## config.mk

```make
export PLATFORM = sky130hd
export DESIGN_NAME = fcs_sequencer
export DESIGN_NICKNAME = d
export VERILOG_FILES = /design/src/shared/fcs_pkg.sv /design/src/rtl/fcs_prot_table.sv /design/src/rtl/fcs_sequencer.sv
export VERILOG_INCLUDE_DIRS = /design/src /design/src/shared
export SDC_FILE = /design/constraint.sdc
export NUM_CORES = 1
export LEC_CHECK = 0
export BUFFER_PORTS_ARGS = -buffer_cell sky130_fd_sc_hd__buf_2
export CORE_MARGIN = 3
export CORE_UTILIZATION = 58
export CTS_BUF_LIST = sky130_fd_sc_hd__clkbuf_4
export CTS_CLUSTER_DIAMETER = 60
export DETAILED_ROUTE_END_ITERATION = 10
export PLACE_DENSITY_LB_ADDON = 0.05
export SETUP_SLACK_MARGIN = 0.05
export SYNTH_ARGS = -nofsm -noshare
export SYNTH_HDL_FRONTEND = slang
export SYNTH_SLANG_ARGS = --single-unit
```

## constraint.sdc

```tcl
create_clock -name sys_clk -period 5.21 [get_ports sys_clk]
set_input_delay 1.042 -clock sys_clk [delete_from_list [all_inputs] [get_ports sys_clk]]
set_output_delay 1.042 -clock sys_clk [all_outputs]
set_load 0.01 [all_outputs]
```

## src/shared/fcs_consts.svh

```systemverilog
// constants of the flash command sequencer
`ifndef FCS_CONSTS_SVH
`define FCS_CONSTS_SVH

// unlock addresses, low 16 address bits of the flash window
`define FCS_ADDR_LO_W   16
`define FCS_ADDR_A      16'h5400
`define FCS_ADDR_B      16'haa00

// command data words
`define FCS_D_UNLOCK1   32'h0000_00aa
`define FCS_D_UNLOCK2   32'h0000_0055
`define FCS_CMD_READ    32'h0000_00f0
`define FCS_CMD_ID      32'h0000_0090
`define FCS_CMD_PROG    32'h0000_00a0
`define FCS_CMD_ERASE   32'h0000_0080
`define FCS_CMD_CHIP    32'h0000_0010
`define FCS_CMD_BLOCK   32'h0000_0030
// protection: data[31:4] selects, data[3:0] is the code
`define FCS_CMD_PROT_HI 28'h000_0006
`define FCS_PROT_LSB    4
`define FCS_PROT_W      4
`define FCS_PROT_RST    4'h0

// page program address step, one word
`define FCS_WORD_STEP   32'h0000_0004

`endif

```

## src/shared/fcs_pkg.sv

```systemverilog
// types of the flash command sequencer
package fcs_pkg;

	typedef enum logic [3:0] {
		S_READ,
		S_C1,
		S_C2,
		S_ID,
		S_PRG_TOP,
		S_PRG_DATA,
		S_PRG_WAIT,
		S_E3,
		S_E4,
		S_E5,
		S_ERS_WAIT,
		S_LOCK
	} fcs_state_t;

	typedef enum logic [1:0] {
		OP_NONE,
		OP_PROG,
		OP_CHIP,
		OP_BLOCK
	} fcs_op_t;

endpackage

```

## src/rtl/fcs_prot_table.sv

```systemverilog
// per-block protection code store
`timescale 1ns/1ps
`include "fcs_consts.svh"

module fcs_prot_table #(
	parameter int NUM_BLOCKS = 16,
	parameter int BLK_W      = 4
) (
	input  wire logic                  sys_clk,
	input  wire logic                  srst,
	input  wire logic                  prot_wr,
	input  wire logic [BLK_W-1:0]      prot_blk,
	input  wire logic [`FCS_PROT_W-1:0] prot_code,
	output logic      [NUM_BLOCKS-1:0] prot_vec
);

	typedef struct packed {
		logic [NUM_BLOCKS-1:0][`FCS_PROT_W-1:0] code;
	} fcs_prot_st_t;

	fcs_prot_st_t s_q;
	fcs_prot_st_t s_d;

	if (NUM_BLOCKS != (1 << BLK_W)) begin : g_bad_cfg
		$error("fcs_prot_table: NUM_BLOCKS must equal 2**BLK_W");
	end

	always_comb begin
		s_d = s_q;
		if (prot_wr) begin
			s_d.code[prot_blk] = prot_code;
		end
	end

	always_ff @(posedge sys_clk) begin
		if (srst) begin
			s_q <= '0;
		end else begin
			s_q <= s_d;
		end
	end

	// a nonzero code inhibits program and erase of its block
	for (genvar i = 0; i < NUM_BLOCKS; i++) begin : g_blk
		assign prot_vec[i] = (s_q.code[i] != `FCS_PROT_RST);
	end

endmodule

```

## src/rtl/fcs_sequencer.sv

```systemverilog
// flash command sequencer: bus write decode, modes, array launch
// Behaviour
// - no array data while automatic operation runs
// - automatic operation ends only on array done or fail
// - read mode after reset and normal completion
// - single 0xF0 word write returns read mode except during page entry, where it is taken as a program word, and in the wait and lock states, where it is ignored
// - read/reset returns after its third write
// - mismatching cycle abandons command to read or ID mode, where it began
// - read/reset cancels partial or wrong entry
// - ID mode held until read/reset or a program, erase or protection command
// - 4-bit code inhibits program/erase per block
// - chip erase and block erase offered
// - program done sets ready; until then new commands ignored
// - failed operation locks until hardware reset
`timescale 1ns/1ps
`include "fcs_consts.svh"

module fcs_sequencer import fcs_pkg::*; #(
	parameter int          NUM_BLOCKS = 16,
	parameter int          BLK_SHIFT  = 16,
	parameter int          PAGE_WORDS = 128,
	parameter logic [31:0] DEV_ID     = 32'h0000_5a5a // arbitrary value
) (
	input  wire logic        sys_clk,
	input  wire logic        srst,
	input  wire logic        bus_wr,
	input  wire logic        bus_wr_word,
	input  wire logic [31:0] bus_addr,
	input  wire logic [31:0] bus_wdata,
	input  wire logic        rd_req,
	input  wire logic [31:0] rd_addr,
	output logic             rd_ack,
	output logic             rd_refused,
	output logic      [31:0] rd_data,
	output logic             arr_rd_en,
	output logic      [31:0] arr_rd_addr,
	input  wire logic [31:0] arr_rdata,
	output logic             arr_start,
	output logic             arr_wr,
	output fcs_op_t          arr_op,
	output logic      [31:0] arr_addr,
	output logic      [31:0] arr_wdata,
	output logic [NUM_BLOCKS-1:0] arr_keep,
	input  wire logic        arr_done,
	input  wire logic        arr_fail,
	output logic             ready_busy_flag,
	output logic             fetch_ok
);

	localparam int BLK_W = $clog2(NUM_BLOCKS);
	localparam int CNT_W = $clog2(PAGE_WORDS);
	localparam logic [CNT_W-1:0] CNT_LAST = CNT_W'(PAGE_WORDS - 1);

	if (NUM_BLOCKS < 2 || NUM_BLOCKS != (1 << BLK_W)
		|| PAGE_WORDS < 2 || BLK_SHIFT + BLK_W > 32) begin : g_bad_cfg
		$error("fcs_sequencer: unsupported parameter values");
	end

	typedef struct packed {
		fcs_state_t        st;
		logic              in_id;
		logic              rdy;
		logic              skip;
		logic [CNT_W-1:0]  cnt;
		logic              arr_start;
		logic              arr_wr;
		fcs_op_t           arr_op;
		logic [31:0]       arr_addr;
		logic [31:0]       arr_wdata;
		logic              prot_wr;
		logic [BLK_W-1:0]  prot_blk;
		logic [`FCS_PROT_W-1:0] prot_code;
		logic              rd_ack;
		logic              rd_refused;
		logic [31:0]       rd_data;
	} fcs_main_st_t;

	fcs_main_st_t s_q;
	fcs_main_st_t d;

	logic [NUM_BLOCKS-1:0] prot_vec;
	logic [BLK_W-1:0]      wr_blk;
	logic                  wr_w;
	logic                  at_a;
	logic                  at_b;
	logic                  is_read_cmd;
	logic                  wr_unlock1;
	logic                  wr_unlock2;
	fcs_state_t            ret_st;

	// narrow writes never form a command cycle
	assign wr_w = bus_wr && bus_wr_word;
	assign at_a = bus_addr[`FCS_ADDR_LO_W-1:0] == `FCS_ADDR_A;
	assign at_b = bus_addr[`FCS_ADDR_LO_W-1:0] == `FCS_ADDR_B;
	assign wr_blk = bus_addr[BLK_SHIFT +: BLK_W];
	assign is_read_cmd = wr_w && bus_wdata == `FCS_CMD_READ;
	assign wr_unlock1 = wr_w && at_a && bus_wdata == `FCS_D_UNLOCK1;
	assign wr_unlock2 = wr_w && at_b && bus_wdata == `FCS_D_UNLOCK2;
	// aborted entry goes back to where it began
	assign ret_st = s_q.in_id ? S_ID : S_READ;

	fcs_prot_table #(
		.NUM_BLOCKS (NUM_BLOCKS),
		.BLK_W      (BLK_W)
	) u_prot (
		.sys_clk   (sys_clk),
		.srst      (srst),
		.prot_wr   (s_q.prot_wr),
		.prot_blk  (s_q.prot_blk),
		.prot_code (s_q.prot_code),
		.prot_vec  (prot_vec)
	);

	// array reads only while not busy and not in ID mode
	assign arr_rd_en = rd_req && s_q.rdy && s_q.st != S_ID;
	assign arr_rd_addr = rd_addr;

	always_comb begin
		d = s_q;
		d.arr_start = 1'b0;
		d.arr_wr = 1'b0;
		d.prot_wr = 1'b0;
		d.rd_ack = rd_req;
		d.rd_refused = rd_req && !s_q.rdy;
		d.rd_data = '0;
		if (rd_req && s_q.rdy) begin
			d.rd_data = (s_q.st == S_ID) ? DEV_ID : arr_rdata;
		end
		case (s_q.st)
			S_READ, S_ID: begin
				if (wr_unlock1) begin
					d.st = S_C1;
				end else if (is_read_cmd) begin
					d.st = S_READ;
				end
			end
			S_C1, S_E3: begin
				if (bus_wr) begin
					if (s_q.st == S_C1 && wr_unlock2) begin
						d.st = S_C2;
					end else if (s_q.st == S_E3 && wr_unlock1) begin
						d.st = S_E4;
					end else if (is_read_cmd) begin
						d.st = S_READ;
					end else begin
						d.st = ret_st;
					end
				end
			end
			S_E4: begin
				if (bus_wr) begin
					if (wr_unlock2) begin
						d.st = S_E5;
					end else if (is_read_cmd) begin
						d.st = S_READ;
					end else begin
						d.st = ret_st;
					end
				end
			end
			S_C2: begin
				if (bus_wr) begin
					d.st = ret_st;
					if (is_read_cmd) begin
						d.st = S_READ;
					end else if (wr_w && at_a) begin
						case (bus_wdata)
							`FCS_CMD_ID: d.st = S_ID;
							`FCS_CMD_PROG: d.st = S_PRG_TOP;
							`FCS_CMD_ERASE: d.st = S_E3;
							default: d.st = ret_st;
						endcase
					end
				end
			end
			S_PRG_TOP: begin
				// page top word: software reset no longer honoured
				if (wr_w) begin
					d.st = S_PRG_DATA;
					d.cnt = '0;
					d.skip = prot_vec[wr_blk];
					d.arr_start = !prot_vec[wr_blk];
					d.arr_wr = !prot_vec[wr_blk];
					d.arr_op = OP_PROG;
					d.arr_addr = bus_addr;
					d.arr_wdata = bus_wdata;
				end
			end
			S_PRG_DATA: begin
				if (wr_w) begin
					d.cnt = s_q.cnt + 1'b1;
					d.arr_wr = !s_q.skip;
					d.arr_addr = s_q.arr_addr + `FCS_WORD_STEP;
					d.arr_wdata = bus_wdata;
					if (s_q.cnt == CNT_LAST - 1'b1) begin
						d.st = s_q.skip ? S_READ : S_PRG_WAIT;
					end
				end
			end
			S_PRG_WAIT, S_ERS_WAIT: begin
				// bus writes ignored here
				if (arr_fail) begin
					d.st = S_LOCK;
				end else if (arr_done) begin
					d.st = S_READ;
				end
			end
			S_E5: begin
				if (bus_wr) begin
					d.st = ret_st;
					d.arr_addr = bus_addr;
					if (is_read_cmd) begin
						d.st = S_READ;
					end else if (wr_w && at_a
						&& bus_wdata == `FCS_CMD_CHIP) begin
						if (!(&prot_vec)) begin
							d.st = S_ERS_WAIT;
							d.arr_start = 1'b1;
							d.arr_op = OP_CHIP;
						end else begin
							d.st = S_READ;
						end
					end else if (wr_w && bus_wdata == `FCS_CMD_BLOCK) begin
						if (!prot_vec[wr_blk]) begin
							d.st = S_ERS_WAIT;
							d.arr_start = 1'b1;
							d.arr_op = OP_BLOCK;
						end else begin
							d.st = S_READ;
						end
					end else if (wr_w && bus_wdata[31:`FCS_PROT_LSB]
						== `FCS_CMD_PROT_HI) begin
						d.st = S_READ;
						d.prot_wr = 1'b1;
						d.prot_blk = wr_blk;
						d.prot_code = bus_wdata[`FCS_PROT_W-1:0];
					end
				end
			end
			S_LOCK: begin
				d.st = S_LOCK;
			end
			default: begin
				d.st = S_READ;
			end
		endcase
		// any entry begun from ID mode falls back to ID on a mismatching write
		d.in_id = d.st == S_ID
			|| (s_q.in_id && (d.st inside {S_C1, S_C2, S_E3, S_E4, S_E5}));
		d.rdy = !(d.st inside {S_PRG_DATA, S_PRG_WAIT,
			S_ERS_WAIT, S_LOCK});
	end

	always_ff @(posedge sys_clk) begin
		if (srst) begin
			s_q <= '0;
			s_q.rdy <= 1'b1;
		end else begin
			s_q <= d;
		end
	end

	assign rd_ack = s_q.rd_ack;
	assign rd_refused = s_q.rd_refused;
	assign rd_data = s_q.rd_data;
	assign arr_start = s_q.arr_start;
	assign arr_wr = s_q.arr_wr;
	assign arr_op = s_q.arr_op;
	assign arr_addr = s_q.arr_addr;
	assign arr_wdata = s_q.arr_wdata;
	assign arr_keep = prot_vec;
	assign ready_busy_flag = s_q.rdy;
	assign fetch_ok = s_q.rdy && s_q.st != S_ID;
endmodule

```

==> results of run 1 <==
-- cell usage after synthesis (all sizes together) (8+ instances only) --
cell type,instances
inv,14
nor4,24
a22oi,15
and3,39
nor2b,10
nand4,11
clkbuf,61
nand3,26
o21ai,36
buf,136
and4,8
a31oi,10
dfxtp,189
mux2i,68
a21oi,72
or4,14
nand3b,10
nor3,30
nand2,120
a211oi,13
nor2,171
-- worst min-delay path, stage by stage (launching register included) --
cell     delay, ns
dfxtp_1       0.33
nand2_1       0.05
a21oi_1       0.05
-- sequential cells by signal (all words and copies together) (netlist names), 2 cells and up --
signal,cells
u_prot.s_q,64
arr_wdata,32
rd_data,32
arr_op,2
s_q,22
arr_addr,32
-- kinds of logic after synthesis --
family / synth area share [%]
compound gates: 11.77
xor+xnor: 1.182
fa+ha+maj: 0.3897
buf+inv: 13.88
flops: 39.28
mux: 7.066
simple gates: 26.43
-- cell usage in the layout, fill, tap and decap left out, drive strengths merged, types with 24 or more instances in the layout --
cell type	n
a21oi	72
and3	39
buf	235
dfxtp	189
mux2i	68
nand2	120
nand3	26
nor2	171
nor3	30
nor4	24
o21ai	36
-- worst paths after layout --
| path | from | end | slack [ns] | depth (start not counted) |
|---|---|---|---|---|
| worst max register to register | s_q[122]$_SDFF_PP0_ | s_q[120]$_SDFF_PP0_ | 2.37 | 10 |
| worst min-delay path | arr_wdata[11]$_SDFFE_PP0P_ | arr_wdata[11]$_SDFFE_PP0P_ | 0.46 | 2 |
| worst min register to register | arr_wdata[11]$_SDFFE_PP0P_ | arr_wdata[11]$_SDFFE_PP0P_ | 0.46 | 2 |
| worst max-delay path | s_q[122]$_SDFF_PP0_ | arr_rd_en | 1.65 | 7 |
-- stage by stage --
stage          area, µm²  instances  hold WS [ns]
4_1_cts            10170       1456        0.4634
2_1_floorplan       9633       1171        0.4360
3_5_place_dp        9844       1424        0.4443
3_3_place_gp        9844       1424        0.4393
6_report           10170       1456        0.4628
5_1_grt            10170       1456        0.4859
-- area by class of cell --
cell class / count / area share [%]
timing repair buffer: 235 / 11.88
clock inverter: 15 / 1.980
clock buffer: 17 / 1.254
inverter: 14 / 0.5165
tap: 216 / 2.656
multi-input combinational: 770 / 44.52
sequential: 189 / 37.19
-- routing by layer --
metal | up-vias | GRT usage (%)
met5 | - | 0
met1 | 3813 | 35.26
met2 | 284 | 42.02
li1 | 4046 | -
met4 | 0 | 8.088
met3 | 48 | 4.545
-- power groups by stage --
stage          combinational, mW  clock (mW)  sequential, mW
2_1_floorplan              0.103           0            1.49
3_3_place_gp               0.139           0            1.49
3_5_place_dp               0.140           0            1.49
4_1_cts                    0.140       0.904            1.46
5_1_grt                    0.154       0.964            1.46
6_report                   0.141       0.888            1.46
==> flow_metrics.py, run 1 <==
metrics = {
    "floorplan": {
        "design.core.area_mm2": 0.01606,
        "rows": 46,
        "die_x_um": 134.9,
        "die_h_um": 134.9,
        "io_pins": 288,
        "dieArea_mm2": 0.01819,
        "start_util_pct": 59.99,
    },
    "routing": {
        "routed-wl-met2_um": 11240,
        "detail_route.wl_per_cell_um": 16.61,
        "drt_iter0_markers": 661,
        "vias_per_cell": 5.626,
        "wl_met3_um": 1557,
        "dr.max_layer_used": "met4",
        "met1_length_um": 10930,
        "drt_pre_antenna_iters": 5,
        "drcViolationCount": 0,
        "wl_um": 24190,
        "ant_nets": 0,
        "via_count": 8191,
    },
    "worst_setup_path": {
        "crit_slowest_cell": "dfxtp_1",
        "worstSetupPathType": "reg2out",
        "end_kind": "output pin",
        "cp_slowest_stage_delay_ns": 0.74,
        "cp-start-kind": "flip-flop",
        "crit_top_cell": "buf_4",
        "cp.required_ns": 4.17,
        "crit_arrival_ns": 2.52,
        "cp_top_family": "flip-flops",
        "crit_buf_inv": 3,
        "crit_chain": "nand2_1 -> nor3_1 -> buf_4 -> nor2b_1 -> buf_4 -> and2_1 -> buf_2",
        "worstPathMaxFanout": 26,
    },
    "cells_and_area": {
        "fin_util_pct": 63.36,
        "diodes": 0,
        "fillers": 1513,
        "syn_to_final_growth_pct": 5.611,
        "multi_input_area_mm2": 0.004529,
        "seq_area_mm2": 0.003784,
        "final_nets": 1365,
        "drive_above_1_share_pct": 24.44,
    },
    "power_and_ir_drop": {
        "power_frac_comb_pct": 5.7,
        "leakage_nw": 4.466,
        "pwr-share-seq_pct": 58.6,
        "internal_power_mw": 1.865,
        "irDropWorstVdd_v": 0.0001354,
        "switching_share_pct": 25.02,
        "p_clk_share_pct": 35.7,
        "p_per_area_mw_per_mm2": 244.5,
        "finalPower_mw": 2.487,
        "p_switching_mw": 0.6223,
    },
    "placement": {
        "port_buffers": 223,
        "finalWeightedCongestion": 0.9215,
        "pre_cts_ws_ns": 1.320,
        "hpwl_um": 17200,
    },
    "global_route": {
        "grt_pass1_wl_um": 38730,
        "grt_pass1_vias": 7724,
        "grt_start_max_net_pins": 90,
        "grt.total_usage_pct": 25.87,
        "antenna_found_initial": 0,
        "overflow": 0,
    },
    "logic_synthesis": {
        "synth_top_area_share_pct": 39.28,
        "ys_ff_latch": 189,
        "syn_nets": 1309,
        "syn_inst": 1171,
        "yosys.area.top_type": "dfxtp_1",
        "synth-async-reset-ratio_pct": 0,
        "ys.flop_type": "dfxtp_1",
        "yosys.cell_types.count": 73,
        "avgSynthCellArea_um2": 8.226,
        "synth_enable_flop_cells": 0,
        "seq_area_frac_synth_pct": 39.28,
        "synth_area_leaders": "dfxtp_1 39%, buf_4 10%, mux2i_1 7.1%, nor2_1 6.7%, nand2_1 4.7%",
        "yosysWarnings": 0,
        "netlist_area_mm2": 0.009633,
    },
    "clock_network": {
        "clkLatencyLatePin_ns": 0.59,
        "cts_tree": "built",
        "htree_levels": 4,
        "cts-root-buf": "clkbuf_4",
        "path_clk_slew_ns": 0.15,
        "cts_sinks": 189,
        "cts_made_buffers": 17,
        "cts_setup_buffers": 0,
        "clockBufferDepth": 2,
        "cts_resized": 0,
        "cts_hold_buffers": 0,
    },
    "flow_run": {
        "maxCapViolCount": 0,
    },
    "timing": {
        "timing.final.hold_violations": 0,
        "setup_viol_count_final": 0,
        "slew-limit-headroom_pct": 35.39,
        "worst_slack_ns": 1.648,
        "timing.final.crit_share_pct": 68.36,
        "setup_tns_ns": 0,
        "finClkSkew_ns": 0.01831,
        "finalMaxSlewViolations": 0,
        "period_needed_ns": 3.562,
        "max_freq_mhz": 280.8,
        "tightest_slew_ns": 0.9670,
        "rsz0062_at_grt": "false",
    },
    "outcome": {
        "status": "completed",
    },
    "min_path": {
        "hp-class": "reg2reg",
    },
}
Note: power is estimated with default switching activity, not from simulation.
==> run 2: changes to the inputs <==
CORE_UTILIZATION = 54   (was 58)
clock period = 3.3 ns   (was 5.21 ns; I/O delays follow)
==> run 2 against run 1 <==
Compared with the run above:
- total power grew 58%
- global-route usage shrank 1.1 points
- sequential cell count is the same
- clock-buffer cell count is the same
- first-iteration DRC count shrank 7.9%
- sequential power grew 58%
- routed wire length grew 1.8%
- register-to-register slack lost 1.9 ns
- highest routed layer unchanged
==> flow_metrics.py, run 2 (synthesized netlist as in run 1, its figures left out) <==
metrics = {
    "cells_and_area": {
        "fin_cells": 1505,
        "fin_util_pct": 60.50,
        "final_nets": 1405,
        "postLayoutCellArea_mm2": 0.01050,
        "top_register": "u_prot.s_q",
        "drive_above_1_share_pct": 26.95,
        "final_cell_mix": "222 x buf_2, 189 x dfxtp_1, 171 x nor2_1",
        "fillers": 1611,
        "layout.cells.most_common": "buf_2",
        "largest_reg_flops": 64,
        "syn_to_final_growth_pct": 9.001,
        "diodes": 0,
    },
    "worst_setup_path": {
        "worstPathMaxFanout": 17,
        "crit_arrival_ns": 2.31,
        "end_kind": "output pin",
        "rrSetupSlack_ns": 0.46,
        "crit-reg2reg-capture": "s_q[120]$_SDFF_PP0_",
        "timing.rr.start": "u_prot.s_q[12]$_SDFFE_PP0P_",
        "cp.required_ns": 2.64,
        "reg2regPathDepth": 9,
        "worstSetupPathType": "reg2out",
        "cp-start-kind": "flip-flop",
    },
    "routing": {
        "wl_um": 24610,
        "via_count": 8356,
        "vias_per_cell": 5.552,
        "detail_route.wl_per_cell_um": 16.35,
        "drcViolationCount": 0,
        "drt_pre_antenna_iters": 7,
        "ant_nets": 0,
        "drt_iter0_markers": 609,
    },
    "floorplan": {
        "io_pins": 288,
        "rows": 48,
        "design.core.area_mm2": 0.01736,
        "die_h_um": 139.6,
        "die_x_um": 139.6,
        "start_util_pct": 55.50,
        "dieArea_mm2": 0.01948,
    },
    "timing": {
        "finClkSkew_ns": 0.02665,
        "tightest_slew_ns": 0.8195,
        "max_freq_mhz": 336.9,
        "timing.final.crit_share_pct": 89.94,
        "setup_tns_ns": 0,
        "rsz0062_at_grt": "false",
        "worst_slack_ns": 0.3319,
        "period_needed_ns": 2.968,
        "setup_viol_count_final": 0,
        "slew-limit-headroom_pct": 45.29,
        "finalMaxSlewViolations": 0,
        "timing.final.hold_violations": 0,
        "holdWs_ns": 0.2718,
    },
    "power_and_ir_drop": {
        "power_frac_comb_pct": 6.1,
        "p_per_area_mw_per_mm2": 374.4,
        "finalPower_mw": 3.932,
        "p_clk_share_pct": 35.3,
        "internal_power_mw": 2.896,
        "leakage_nw": 4.665,
        "switching_share_pct": 26.33,
        "pwr-share-seq_pct": 58.6,
        "irDropWorstVdd_v": 0.0002420,
        "p_switching_mw": 1.035,
    },
    "global_route": {
        "use_met1_pct": 33.33,
        "overflow": 0,
        "use_met2_pct": 40.33,
        "grt_pass1_wl_um": 40330,
        "grt_start_max_net_pins": 50,
        "grtUsageMet3_pct": 5.430,
        "grt_pass1_vias": 7947,
        "busiest_layer": "met2",
        "antenna_found_initial": 0,
        "grt.total_usage_pct": 24.80,
    },
    "clock_network": {
        "path_clk_slew_ns": 0.17,
        "cts_tree": "built",
        "cts_made_buffers": 17,
        "cts_sinks": 189,
        "cts-root-buf": "clkbuf_4",
        "cts_setup_buffers": 0,
        "clkLatencyLatePin_ns": 0.59,
        "htree_levels": 4,
        "clockBufferDepth": 2,
    },
    "min_path": {
        "min_to": "rd_data[6]$_SDFF_PP0_",
        "worstHoldStart": "arr_rdata[6]",
        "hp-class": "in2reg",
        "hold_depth": 3,
    },
    "outcome": {
        "status": "completed",
    },
    "flow_run": {
        "maxCapViolCount": 0,
    },
    "placement": {
        "hpwl_um": 17440,
        "pre_cts_ws_ns": -0.1841,
        "post_dp_cell_area_mm2": 0.01017,
        "finalWeightedCongestion": 0.9175,
        "port_buffers": 223,
        "place_inst": 1473,
    },
}
run 2: cell count changes in the layout (fill, tap and decap cells not counted), sizes merged:
cell,delta
buf,+40
bufinv,-1
clkinv,+2
inv,-1
run 2: worst max path at each step:
stage	start	to	slack [ns]
3_3_place_gp	bus_addr[9]	ready_busy_flag$_SDFF_PP1_	-0.07
2_1_floorplan	bus_addr[9]	s_q[120]$_SDFF_PP0_	0.11
4_1_cts	s_q[121]$_SDFF_PP0_	fetch_ok	0.30
6_report	s_q[121]$_SDFF_PP0_	fetch_ok	0.33
5_1_grt	s_q[121]$_SDFF_PP0_	fetch_ok	0.11
3_5_place_dp	bus_addr[9]	s_q[120]$_SDFF_PP0_	-0.18
run 2: worst max-delay path, cell delays in order (launching register included):
cell	delay, ns
dfxtp_1	0.48
nand2_1	0.16
nor3_1	0.06
buf_4	0.19
nor2b_2	0.45
buf_4	0.25
buf_2	0.14
run 2: per-layer routing:
| layer | vias up | wire length [µm] |
|---|---|---|
| li1 | 4143 | - |
| met1 | 3901 | 11180 |
| met2 | 278 | 11430 |
| met3 | 34 | 1596 |
| met4 | 0 | 416 |
| met5 | - | 0 |
run 2: area by class of cell:
| cell class | count | area [µm²] | area share (%) |
|---|---|---|---|
| Multi-Input combinational cell | 770 | 4532 | 43.16 |
| Sequential cell | 189 | 3784 | 36.03 |
| Timing Repair Buffer | 275 | 1521 | 14.49 |
| Tap cell | 225 | 281.5 | 2.681 |
| Clock inverter | 15 | 201.4 | 1.918 |
| Clock buffer | 17 | 127.6 | 1.215 |
| Inverter | 14 | 52.55 | 0.5005 |
run 2: what timing repair did:
action                     in CTS  in global routing
gates resized for setup         1                  0
setup endpoints to repair       1                  0
hold buffers                    0                  0
run 2: power groups by stage:
stage	registers (mW)	clock network [mW]	logic, mW
after floorplan	2.35	0	0.163
final	2.30	1.39	0.242
after CTS	2.30	1.42	0.241
after detailed placement	2.35	0	0.240
after global placement	2.35	0	0.239
after global routing	2.31	1.53	0.263
